File: src/logic/tudc_pkg.sv
/*
   Package for the timed up/down counter: widths, reset values and tick timing.
   Assumes a 50 MHz system clock.
*/
package tudc_pkg;
   localparam int          TUDC_W          = 16;
   localparam int          CLK_PERIOD_NS   = 20;
   localparam int          TASK_INTERVAL_MS = 20;
   localparam int          TASK_TICK_CYC   = (TASK_INTERVAL_MS * 1000000) / CLK_PERIOD_NS;
   localparam logic [15:0] ACC_RST         = 16'h0000;
   localparam logic [15:0] POS_LIMIT       = 16'h7FFF;
   localparam logic [15:0] NEG_LIMIT       = 16'h8001;
   localparam logic [1:0]  DIR_UP          = 2'h1;
   localparam logic [1:0]  DIR_DOWN        = 2'h3;
   localparam logic [1:0]  DIR_NONE        = 2'h0;
   localparam logic [15:0] PERIOD_RST      = 16'h0000;

   typedef enum logic [1:0] {
      ST_IDLE = 2'b01,
      ST_RUN  = 2'b10
   } tudc_state_t;
endpackage

File: src/logic/tudc_tick.sv
/*
   Task interval tick generator: one-cycle pulse every TICK_CYC enabled cycles.
   Assumes a synchronous clock enable from the same domain.
*/
`timescale 1ns/10ps
module tudc_tick
   import tudc_pkg::*;
#(
   parameter int TICK_CYC = TASK_TICK_CYC
) (
   // Clock and reset
   input  wire logic i_clk_sys,
   input  wire logic i_sys_rst,
   input  wire logic i_ce,
   // Tick
   output logic      o_tick
);
   typedef struct packed {
      logic [31:0] cnt;
      logic        tick;
   } tudc_tick_st_t;

   tudc_tick_st_t st_ff;
   tudc_tick_st_t nxt_st;

   always_comb begin
      nxt_st = st_ff;
      nxt_st.tick = 1'b0;
      if (st_ff.cnt >= 32'(TICK_CYC - 1)) begin
         nxt_st.cnt = 32'h0000_0000;
         nxt_st.tick = 1'b1;
      end else begin
         nxt_st.cnt = st_ff.cnt + 32'h0000_0001;
      end
   end

   always_ff @(posedge i_clk_sys or posedge i_sys_rst) begin
      if (i_sys_rst) begin
         st_ff <= '0;
      end else if (i_ce) begin
         st_ff <= nxt_st;
      end
   end

   assign o_tick = st_ff.tick;
endmodule

File: src/logic/tudc_sync.sv
/*
   Two flip-flop synchroniser for a group of level inputs.
   Assumes inputs may come from outside the clock domain.
*/
`timescale 1ns/10ps
module tudc_sync #(
   parameter int W = 1
) (
   // Clock and reset
   input  wire logic         i_clk_sys,
   input  wire logic         i_sys_rst,
   input  wire logic         i_ce,
   // Data
   input  wire logic [W-1:0] i_d,
   output logic      [W-1:0] o_q
);
   typedef struct packed {
      logic [W-1:0] s1;
      logic [W-1:0] s2;
   } tudc_sync_st_t;

   tudc_sync_st_t st_ff;
   tudc_sync_st_t nxt_st;

   always_comb begin
      nxt_st.s1 = i_d;
      nxt_st.s2 = st_ff.s1;
   end

   always_ff @(posedge i_clk_sys or posedge i_sys_rst) begin
      if (i_sys_rst) begin
         st_ff <= '0;
      end else if (i_ce) begin
         st_ff <= nxt_st;
      end
   end

   assign o_q = st_ff.s2;
endmodule

File: src/logic/tudc_top.sv
/*
   Timed up/down counter: signed 16-bit accumulator stepped once per period,
   evaluated once per 20 ms task interval, with load, limits and direction.
   Assumes control pins are asynchronous levels; setting pins are held stable.
*/
// Summary of operation
// - While load is high the accumulator takes the preset value.
// - Select low uses step_a, select high uses step_b.
// - Period elapsed and increment high: add step, direction becomes 1.
// - Period elapsed and decrement high: subtract step, direction becomes -1.
// - Period setting is unsigned milliseconds, resolved in 20 ms task ticks.
// - Above upper limit: clamp to it, high flag set, low flag cleared.
// - Below lower limit: clamp to it, low flag set, high flag cleared.
// - Strictly between limits: both limit flags false.
// - Direction is -1 down, 1 up, 0 when the accumulator does not change.
// - Output is a signed 16-bit value within plus or minus 32767.
`timescale 1ns/10ps
module tudc_top
   import tudc_pkg::*;
#(
   parameter int TICK_CYC = TASK_TICK_CYC
) (
   // Clock, reset, enable
   input  wire logic               i_clk_sys,
   input  wire logic               i_sys_rst,
   input  wire logic               i_ce,
   // Control pins
   input  wire logic               i_load,
   input  wire logic               i_inc,
   input  wire logic               i_dec,
   input  wire logic               i_select,
   // Settings
   input  wire logic signed [15:0] i_preset,
   input  wire logic signed [15:0] i_upper,
   input  wire logic signed [15:0] i_lower,
   input  wire logic signed [15:0] i_step_a,
   input  wire logic signed [15:0] i_step_b,
   input  wire logic        [15:0] i_period_ms,
   // Results
   output logic signed      [15:0] o_count,
   output logic signed      [1:0]  o_dir,
   output logic                    o_at_high_limit,
   output logic                    o_at_low_limit
);
   typedef struct packed {
      tudc_state_t        state;
      logic signed [15:0] acc;
      logic        [1:0]  dir;
      logic               hi;
      logic               lo;
      logic        [15:0] elapsed_ms;
   } tudc_top_st_t;

   tudc_top_st_t st_ff;
   tudc_top_st_t nxt_st;
   logic         tick;
   logic [3:0]   ctl_s;

   tudc_tick #(
      .TICK_CYC (TICK_CYC)
   ) u_tick (
      .i_clk_sys (i_clk_sys),
      .i_sys_rst (i_sys_rst),
      .i_ce      (i_ce),
      .o_tick    (tick)
   );

   tudc_sync #(
      .W (4)
   ) u_sync (
      .i_clk_sys (i_clk_sys),
      .i_sys_rst (i_sys_rst),
      .i_ce      (i_ce),
      .i_d       ({i_load, i_inc, i_dec, i_select}),
      .o_q       (ctl_s)
   );

   logic signed [17:0] sum;
   logic signed [15:0] step;
   logic               due;
   logic               moved;
   logic signed [15:0] clamped;

   always_comb begin
      nxt_st = st_ff;
      sum = 18'(st_ff.acc);
      step = ctl_s[0] ? i_step_b : i_step_a;
      due = 1'b0;
      moved = 1'b0;
      clamped = st_ff.acc;
      case (st_ff.state)
         ST_IDLE: begin
            nxt_st.state = ST_RUN;
         end
         ST_RUN: begin
            if (tick) begin
               // Elapsed time grows in task-interval steps
               nxt_st.elapsed_ms = st_ff.elapsed_ms + 16'(TASK_INTERVAL_MS);
               due = ({1'b0, st_ff.elapsed_ms} + 17'(TASK_INTERVAL_MS))
                     >= {1'b0, i_period_ms};
               nxt_st.dir = DIR_NONE;
               if (ctl_s[3]) begin
                  sum = 18'(i_preset);
                  moved = (i_preset != st_ff.acc);
               end else if (due && ctl_s[2]) begin
                  sum = 18'(st_ff.acc) + 18'(step);
                  nxt_st.dir = DIR_UP;
                  moved = 1'b1;
               end else if (due && ctl_s[1]) begin
                  sum = 18'(st_ff.acc) - 18'(step);
                  nxt_st.dir = DIR_DOWN;
                  moved = 1'b1;
               end
               // Saturate to plus or minus 32767 first, so the flags judge the value kept
               if (sum > 18'($signed(POS_LIMIT))) begin
                  sum = 18'($signed(POS_LIMIT));
               end else if (sum < 18'($signed(NEG_LIMIT))) begin
                  sum = 18'($signed(NEG_LIMIT));
               end
               // Clamp to the limits after the step
               if (sum > 18'(i_upper)) begin
                  clamped = i_upper;
                  nxt_st.hi = 1'b1;
                  nxt_st.lo = 1'b0;
               end else if (sum < 18'(i_lower)) begin
                  clamped = i_lower;
                  nxt_st.hi = 1'b0;
                  nxt_st.lo = 1'b1;
               end else begin
                  clamped = sum[15:0];
                  if (sum < 18'(i_upper) && sum > 18'(i_lower)) begin
                     nxt_st.hi = 1'b0;
                     nxt_st.lo = 1'b0;
                  end
               end
               if (clamped > $signed(POS_LIMIT)) begin
                  clamped = $signed(POS_LIMIT);
               end else if (clamped < $signed(NEG_LIMIT)) begin
                  clamped = $signed(NEG_LIMIT);
               end
               nxt_st.acc = clamped;
               if (clamped == st_ff.acc) begin
                  nxt_st.dir = DIR_NONE;
               end
               if (moved || due) begin
                  nxt_st.elapsed_ms = 16'h0000;
               end
            end
         end
         default: begin
            nxt_st.state = ST_IDLE;
         end
      endcase
   end

   always_ff @(posedge i_clk_sys or posedge i_sys_rst) begin
      if (i_sys_rst) begin
         st_ff.state      <= ST_IDLE;
         st_ff.acc        <= ACC_RST;
         st_ff.dir        <= DIR_NONE;
         st_ff.hi         <= 1'b0;
         st_ff.lo         <= 1'b0;
         st_ff.elapsed_ms <= PERIOD_RST;
      end else if (i_ce) begin
         st_ff <= nxt_st;
      end
   end

   assign o_count         = st_ff.acc;
   assign o_dir           = st_ff.dir;
   assign o_at_high_limit = st_ff.hi;
   assign o_at_low_limit  = st_ff.lo;
endmodule

File: config.mk
export PLATFORM = sky130hd
export DESIGN_NAME = tudc_top
export DESIGN_NICKNAME = d
export VERILOG_FILES = /design/src/logic/tudc_pkg.sv /design/src/logic/tudc_tick.sv /design/src/logic/tudc_sync.sv /design/src/logic/tudc_top.sv
export SDC_FILE = /design/constraint.sdc
export NUM_CORES = 1
export LEC_CHECK = 0
export BUFFER_PORTS_ARGS = -buffer_cell sky130_fd_sc_hd__buf_2
export CAP_MARGIN = 10
export CORE_MARGIN = 10
export CORE_UTILIZATION = 41
export CTS_CLUSTER_DIAMETER = 60
export DETAILED_ROUTE_END_ITERATION = 6
export GPL_TIMING_DRIVEN = 0
export HOLD_SLACK_MARGIN = 0.05
export SYNTH_ARGS = -nofsm -noshare
export SYNTH_HDL_FRONTEND = slang
export SYNTH_HIERARCHICAL = 1
export SYNTH_SLANG_ARGS = --single-unit
File: constraint.sdc
create_clock -name i_clk_sys -period 25.4 [get_ports i_clk_sys]
set_clock_uncertainty 0.05 [all_clocks]
set_input_delay 3.81 -clock i_clk_sys [delete_from_list [all_inputs] [get_ports i_clk_sys]]
set_output_delay 3.81 -clock i_clk_sys [all_outputs]
set_load 0.01 [all_outputs]
==> results of run 1 <==
[sequential cells by signal, indices dropped and copies added (netlist names)]
signal,cells
u_sync/nxt_st,4
o_count,16
o_dir,2
o_at_low_limit,1
u_sync/o_q,4
u_tick/o_tick,1
u_tick/st_ff,32
st_ff,16
o_at_high_limit,1
[where the power goes]
| part | leakage (nW) | switching (mW) | total, mW | internal [mW] |
|---|---|---|---|---|
| combinational | 3.89 | 0.207 | 0.321 | 0.115 |
| clock | 0.152 | 0.0503 | 0.134 | 0.0840 |
| sequential | 0.991 | 0.0137 | 0.146 | 0.132 |
| total | 5.03 | 0.271 | 0.602 | 0.331 |
[routing by layer]
metal  part of all wire [%]  vias to the layer above  wire (microns)  global-route usage [%]
li1                       -                     4509               -                       -
met1                     42                     4455           13700                    27.3
met2                     47                      378           15200                    36.3
met3                    8.4                       57            2720                    4.70
met4                    2.4                        0             780                    6.83
met5                      0                        -               0                       0
[layout make-up]
cell class	count	share of cell area [%]
buffer	63	3.44
timing repair buffer	123	6.06
sequential	77	18.3
inverter	98	3.49
multi-input combinational	919	62.4
tap	280	3.33
clock inverter	3	0.404
clock buffer	13	2.57
[synth_stat cells, types with 17 or more instances]
master / instances / share of area (%)
nor2_1: 110 / 4.5
nand2_1: 85 / 3.5
inv_1: 96 / 3.9
a31oi_1: 18 / 1.2
buf_4: 21 / 1.7
mux2i_1: 23 / 2.5
nor4_1: 17 / 1.2
ha_1: 84 / 11
dfrtp_1: 76 / 21
nand3_1: 39 / 2.1
xnor2_1: 27 / 2.6
nand4_1: 27 / 1.8
o21ai_0: 55 / 3.0
a21oi_1: 66 / 3.6
nor3_1: 29 / 1.6
xor2_1: 44 / 4.2
clkbuf_1: 28 / 1.1
nand2b_1: 17 / 1.2
[kinds of logic after synthesis]
group,after synthesis
adders and majority gates,86
xor gates and xnor gates,71
buffers and inverters,161
and+or+nand+nor,410
DFF,77
muxes,34
AOI/OAI and AO/OA,318
[through the flow]
stage / area (sq um) / std cells / util [%] / worst slack [ps] / total power, mW
6_report: 10500 / 1576 / 48.0 / 10000 / 0.602
5_1_grt: 10500 / 1576 / 48.0 / 9440 / 0.638
4_1_cts: 10500 / 1576 / 48.0 / 10420 / 0.596
3_5_place_dp: 10200 / 1560 / 46.6 / 10100 / 0.458
3_3_place_gp: 10200 / 1559 / 46.4 / 10080 / 0.457
2_1_floorplan: 9230 / 1157 / - / 12750 / 0.364
[cell usage in the layout (no fill, tap or decap), drive strengths merged, types with 16 or more instances in the layout]
cell | netlist | final
a21o | 16 | 16
a21oi | 67 | 67
a31oi | 19 | 19
buf | 33 | 156
clkbuf | 30 | 43
dfrtp | 76 | 76
ha | 84 | 84
inv | 98 | 98
mux2i | 23 | 23
nand2 | 86 | 86
nand2b | 17 | 17
nand3 | 42 | 42
nand4 | 29 | 29
nor2 | 116 | 116
nor3 | 30 | 30
nor4 | 24 | 24
o21ai | 59 | 59
xnor2 | 27 | 27
xor2 | 44 | 44
[worst max-delay path: cells and delay by family]
kind / cells / cell delay, ps
AOI/OAI and AO/OA: 17 / 5100
adders and majority gates: 4 / 1110
buffers and inverters: 8 / 2190
and+or+nand+nor: 14 / 3370
[how the worst max path moves through the flow]
stage | end
floorplan | o_dir[1]
global placement | o_dir[1]
detailed placement | o_dir[1]
CTS | o_dir[0]
global route | o_dir[0]
finish | o_dir[1]
==> run metrics, run 1 <==
status finished, final reports clean; Synth Area in Compound Gates 25.0%; leakage 5.03 nW; reg2reg end o_dir[1]; # setup viols final 0; # DRC 0; DR vias 9399; number of global-route vias before repair 9147; Die Footprint 0.0289 sq mm; NumNets Final 1480; Tmin final 15400 ps; I/O pins 123; total CTS buffers 9; CP startpoint kind primary input; Post-Syn Nets 1346; diodes inserted 0; Max Fclk 0.0649 GHz; final hold violation count 0; CTS Hold Buffers Added 0; Mapped Cells 1157; Hold Path Origin u_sync/nxt_st[0]; Slowest-stage cell, CP a31oi_1; Slew Viols, Final 0; post-DP HPWL 26.2 mm; Setup crit start i_period_ms[8]; required time worst endpoint 25580 ps; synthesized flop and latch total 77; post-synth cell types 106; Post-CTS Setup Inserts 0; Cell Area, Synth 0.00923 sq mm; Layout area overhead 14.1%; fill count 2215; maxcap violations 0; Initial Utilization 42.1%; CTS tree done; pin count of the biggest net entering global routing 37; Post-Synth Simple-Gate Area 23.5%; Syn Area/Cell 7.98 sq um; Reg area 0.00193 sq mm; PortBufs 122; Post-Synth XOR/XNOR Area 6.73%; Routed wire per std cell 20.6 microns; grt total ovfl 0; Relative slew margins 27.4%; Max FO, Critical Path 10; H-Tree Depth 3; RSZ-0062 raised after global routing false; vias per cell 5.96; post_cts resized 0; CTS clk-pin slew, worst paths 60 ps; WHS Path Cells 1; Clock Tree Root clkbuf_16; Worst path max stage delay 720 ps; Final TNS setup 0 ps; drt initial violations 782; Final GP Congestion 0.987; period utilization 60.6%; mux cell area share after synthesis 4.16%; sequential share of the synthesized area 20.9%; Max rail drop VDD 0.0503 mV; flop-to-flop setup slack 12010 ps; Tot GR Track Use 21.7%; clk sinks 77; chip width 170 microns; CP endpoint kind register; floorplan row count 54; ys async rst share 100%; ys flop type dfrtp_1; buffer depth of the longest clock path 2; core area 0.0220 sq mm; first-pass GRT wire length 50.2 mm; worst slew pin tran 1080 ps; Hold/Removal Path Class register to register; area of the multi-input gates 0.00658 sq mm; Synth warnings 6; pwr/cell area 57.1 mW/mm^2; reg2reg path depth 48; drt pass-1 iters 5; initial antenna violation count 0; largest family of logic cells by synthesized area compound AO/OA/AOI/OAI gates; kind of critical path primary input to register; Worst-Skew Late Latency 340 ps; WL final 32.4 mm; share of cells above drive strength 1 18.4%; Post-synth EDFFs 0; worst hold slack 456 ps; reg-to-reg startpoint st_ff[5]; Routed Antenna Nets 0; Hold Path Sink u_sync/o_q[0]; CP arrival 15580 ps; Synth Area in Adders 11.8%; die height 170 microns
Power figures use the tool's default switching activity.
==> run 2: changes to the inputs <==
==> constraint.sdc (replaced) <==
create_clock -name i_clk_sys -period 14 [get_ports i_clk_sys]
set_clock_uncertainty 0.05 [all_clocks]
set_input_delay 2.1 -clock i_clk_sys [delete_from_list [all_inputs] [get_ports i_clk_sys]]
set_output_delay 2.1 -clock i_clk_sys [all_outputs]
set_load 0.01 [all_outputs]
==> run metrics, run 2 (synthesis results as in run 1) <==
most frequent CP cell a21oi_1; Final GP Congestion 0.987 (unchanged); NumNets Final 1480 (unchanged); chip width 170 microns (unchanged); Buf/Inv on CP 7 (-1); most frequent cells in the layout 128 x buf_2, 109 x nor2_1, 95 x inv_1, 85 x nand2_1, 84 x ha_1; area of the multi-input gates 0.00658 sq mm (+0.13%); most common cell after layout, fill and taps aside buf_2; final hold violation count 0 (unchanged); grt total ovfl 0 (unchanged); CP endpoint kind register; Largest register FFs 32 (unchanged); period utilization 96.0%; vias per cell 5.96 (about the same); Slew Viols, Final 0 (unchanged); setup ws final 564 ps (-9440 ps); CP startpoint kind primary input; Tmin final 13440 ps; Worst-Skew Late Latency 340 ps (about the same); pin count of the biggest net entering global routing 37 (unchanged); reg-to-reg startpoint st_ff[5]; initial antenna violation count 0 (unchanged); Max FO, Critical Path 10 (unchanged); Relative slew margins 26.5% (-0.85 points); CP arrival 13620 ps (-1960 ps); worst hold slack 456 ps (+0.00400 ps); fill count 2217 (+0.090%); drt pass-1 iters 7 (+2); post-DP HPWL 26.2 mm (unchanged); buffer depth of the longest clock path 2 (unchanged); I/O pins 123 (unchanged); RSZ-0062 raised after global routing false; core area 0.0220 sq mm (unchanged); Routed Antenna Nets 0 (unchanged); pwr/cell area 104 mW/mm^2 (+81%); Worst path max stage delay 900 ps (+180 ps); Slowest-stage cell, CP a21oi_1; WL final 32.5 mm (+0.25%); CP top delay family compound AO/OA/AOI/OAI gates; CTS tree done; die height 170 microns (unchanged); kind of critical path primary input to register; Max rail drop VDD 0.0913 mV (+81%); share of cells above drive strength 1 18.6% (+0.23 points); reg2reg path depth 47 (-2.1%); Die Footprint 0.0289 sq mm (unchanged); leakage 5.04 nW (about the same); Tot GR Track Use 21.7% (unchanged); Initial Utilization 42.1% (unchanged); Setup crit start i_period_ms[11]; required time worst endpoint 14180 ps (-11400 ps); total CTS buffers 9 (unchanged); Final TNS setup 0 ps (unchanged); Post-CTS Setup Inserts 0 (unchanged); Routed wire per std cell 20.6 microns (+0.25%); DR vias 9398 (-0.011%); Post-Place Setup Slack 410 ps (-9690 ps); Reg area 0.00193 sq mm (unchanged); Clock Tree Root clkbuf_16; first-pass GRT wire length 50.2 mm (unchanged); diodes inserted 0 (unchanged); clk sinks 77 (unchanged); Worst path depth 42 (-2.3%); # setup viols final 0 (unchanged); Hold/Removal Path Class register to register; status finished, final reports clean; H-Tree Depth 3 (unchanged); Layout area overhead 14.2% (about the same); Max Fclk 0.0744 GHz; CTS clk-pin slew, worst paths 60 ps (about the same); worst slew pin tran 1090 ps (+12.6 ps); Largest Register u_tick/st_ff; number of global-route vias before repair 9147 (unchanged); # DRC 0 (unchanged); drt initial violations 887 (+13%); floorplan row count 54 (unchanged); PortBufs 122 (unchanged); flop-to-flop setup slack 790 ps (-11220 ps); reg2reg end o_dir[1]; maxcap violations 0 (unchanged); Critical Path End o_dir[1]
## run 2: layout make-up
cell class / instances / area share [%]
plain buffers: 63 / 3.45
clock buffers: 13 / 2.56
clock inverters: 3 / 0.403
inverters: 98 / 3.49
multi-input cells: 919 / 62.4
flip-flops and latches: 77 / 18.3
well taps: 280 / 3.32
repair buffers: 123 / 6.05
## run 2: worst min path at each step
| stage | start | end | slack, ps | cells past startpoint |
|---|---|---|---|---|
| floorplan | o_dir[0] | o_dir[0] | 420 | 1 |
| global placement | o_dir[1] | o_dir[1] | 430 | 1 |
| detailed placement | o_dir[1] | o_dir[1] | 440 | 1 |
| CTS | u_sync/nxt_st[0] | u_sync/o_q[0] | 460 | 1 |
| global route | u_sync/nxt_st[1] | u_sync/o_q[1] | 480 | 1 |
| finish | u_sync/nxt_st[0] | u_sync/o_q[0] | 460 | 1 |
## run 2: metal layers
| metal | vias up | wire length [microns] | global-route usage (%) |
|---|---|---|---|
| met2 | 393 | 15200 | 36.3 |
| met3 | 55 | 2790 | 4.70 |
| li1 | 4501 | - | - |
| met5 | - | 0 | 0 |
| met4 | 0 | 789 | 6.83 |
| met1 | 4449 | 13700 | 27.3 |
## run 2: stage by stage
stage | util [%] | cell area [sq um] | power (mW) | std cells
finish | 48.0 | 10500 | 1.09 | 1576
global route | 48.0 | 10500 | 1.16 | 1576
CTS | 48.0 | 10500 | 1.08 | 1576
detailed placement | 46.6 | 10200 | 0.832 | 1560
global placement | 46.4 | 10200 | 0.829 | 1559
floorplan | - | 9230 | 0.660 | 1157
## run 2: power by group
part	leakage [nW]	internal (mW)	total, mW	switching, mW
Clock	0.152	0.152	0.244	0.0914
Sequential	0.991	0.240	0.264	0.0246
Combinational	3.90	0.209	0.584	0.375
## run 2: repair_timing
| item | in CTS | in global routing |
|---|---|---|
| hold buffers | 0 | 0 |
| resized for setup | 0 | 5 |
| setup endpoints to repair | 0 | 2 |
## run 2: worst reg2reg max path: cells and delay by family, from the launching register on
kind	cells	cell delay [ps]
compound gates	17	5400
simple gates	19	4320
buf+inv	6	1680
fa+ha+maj	4	1080
flops	1	320
xor+xnor	1	270
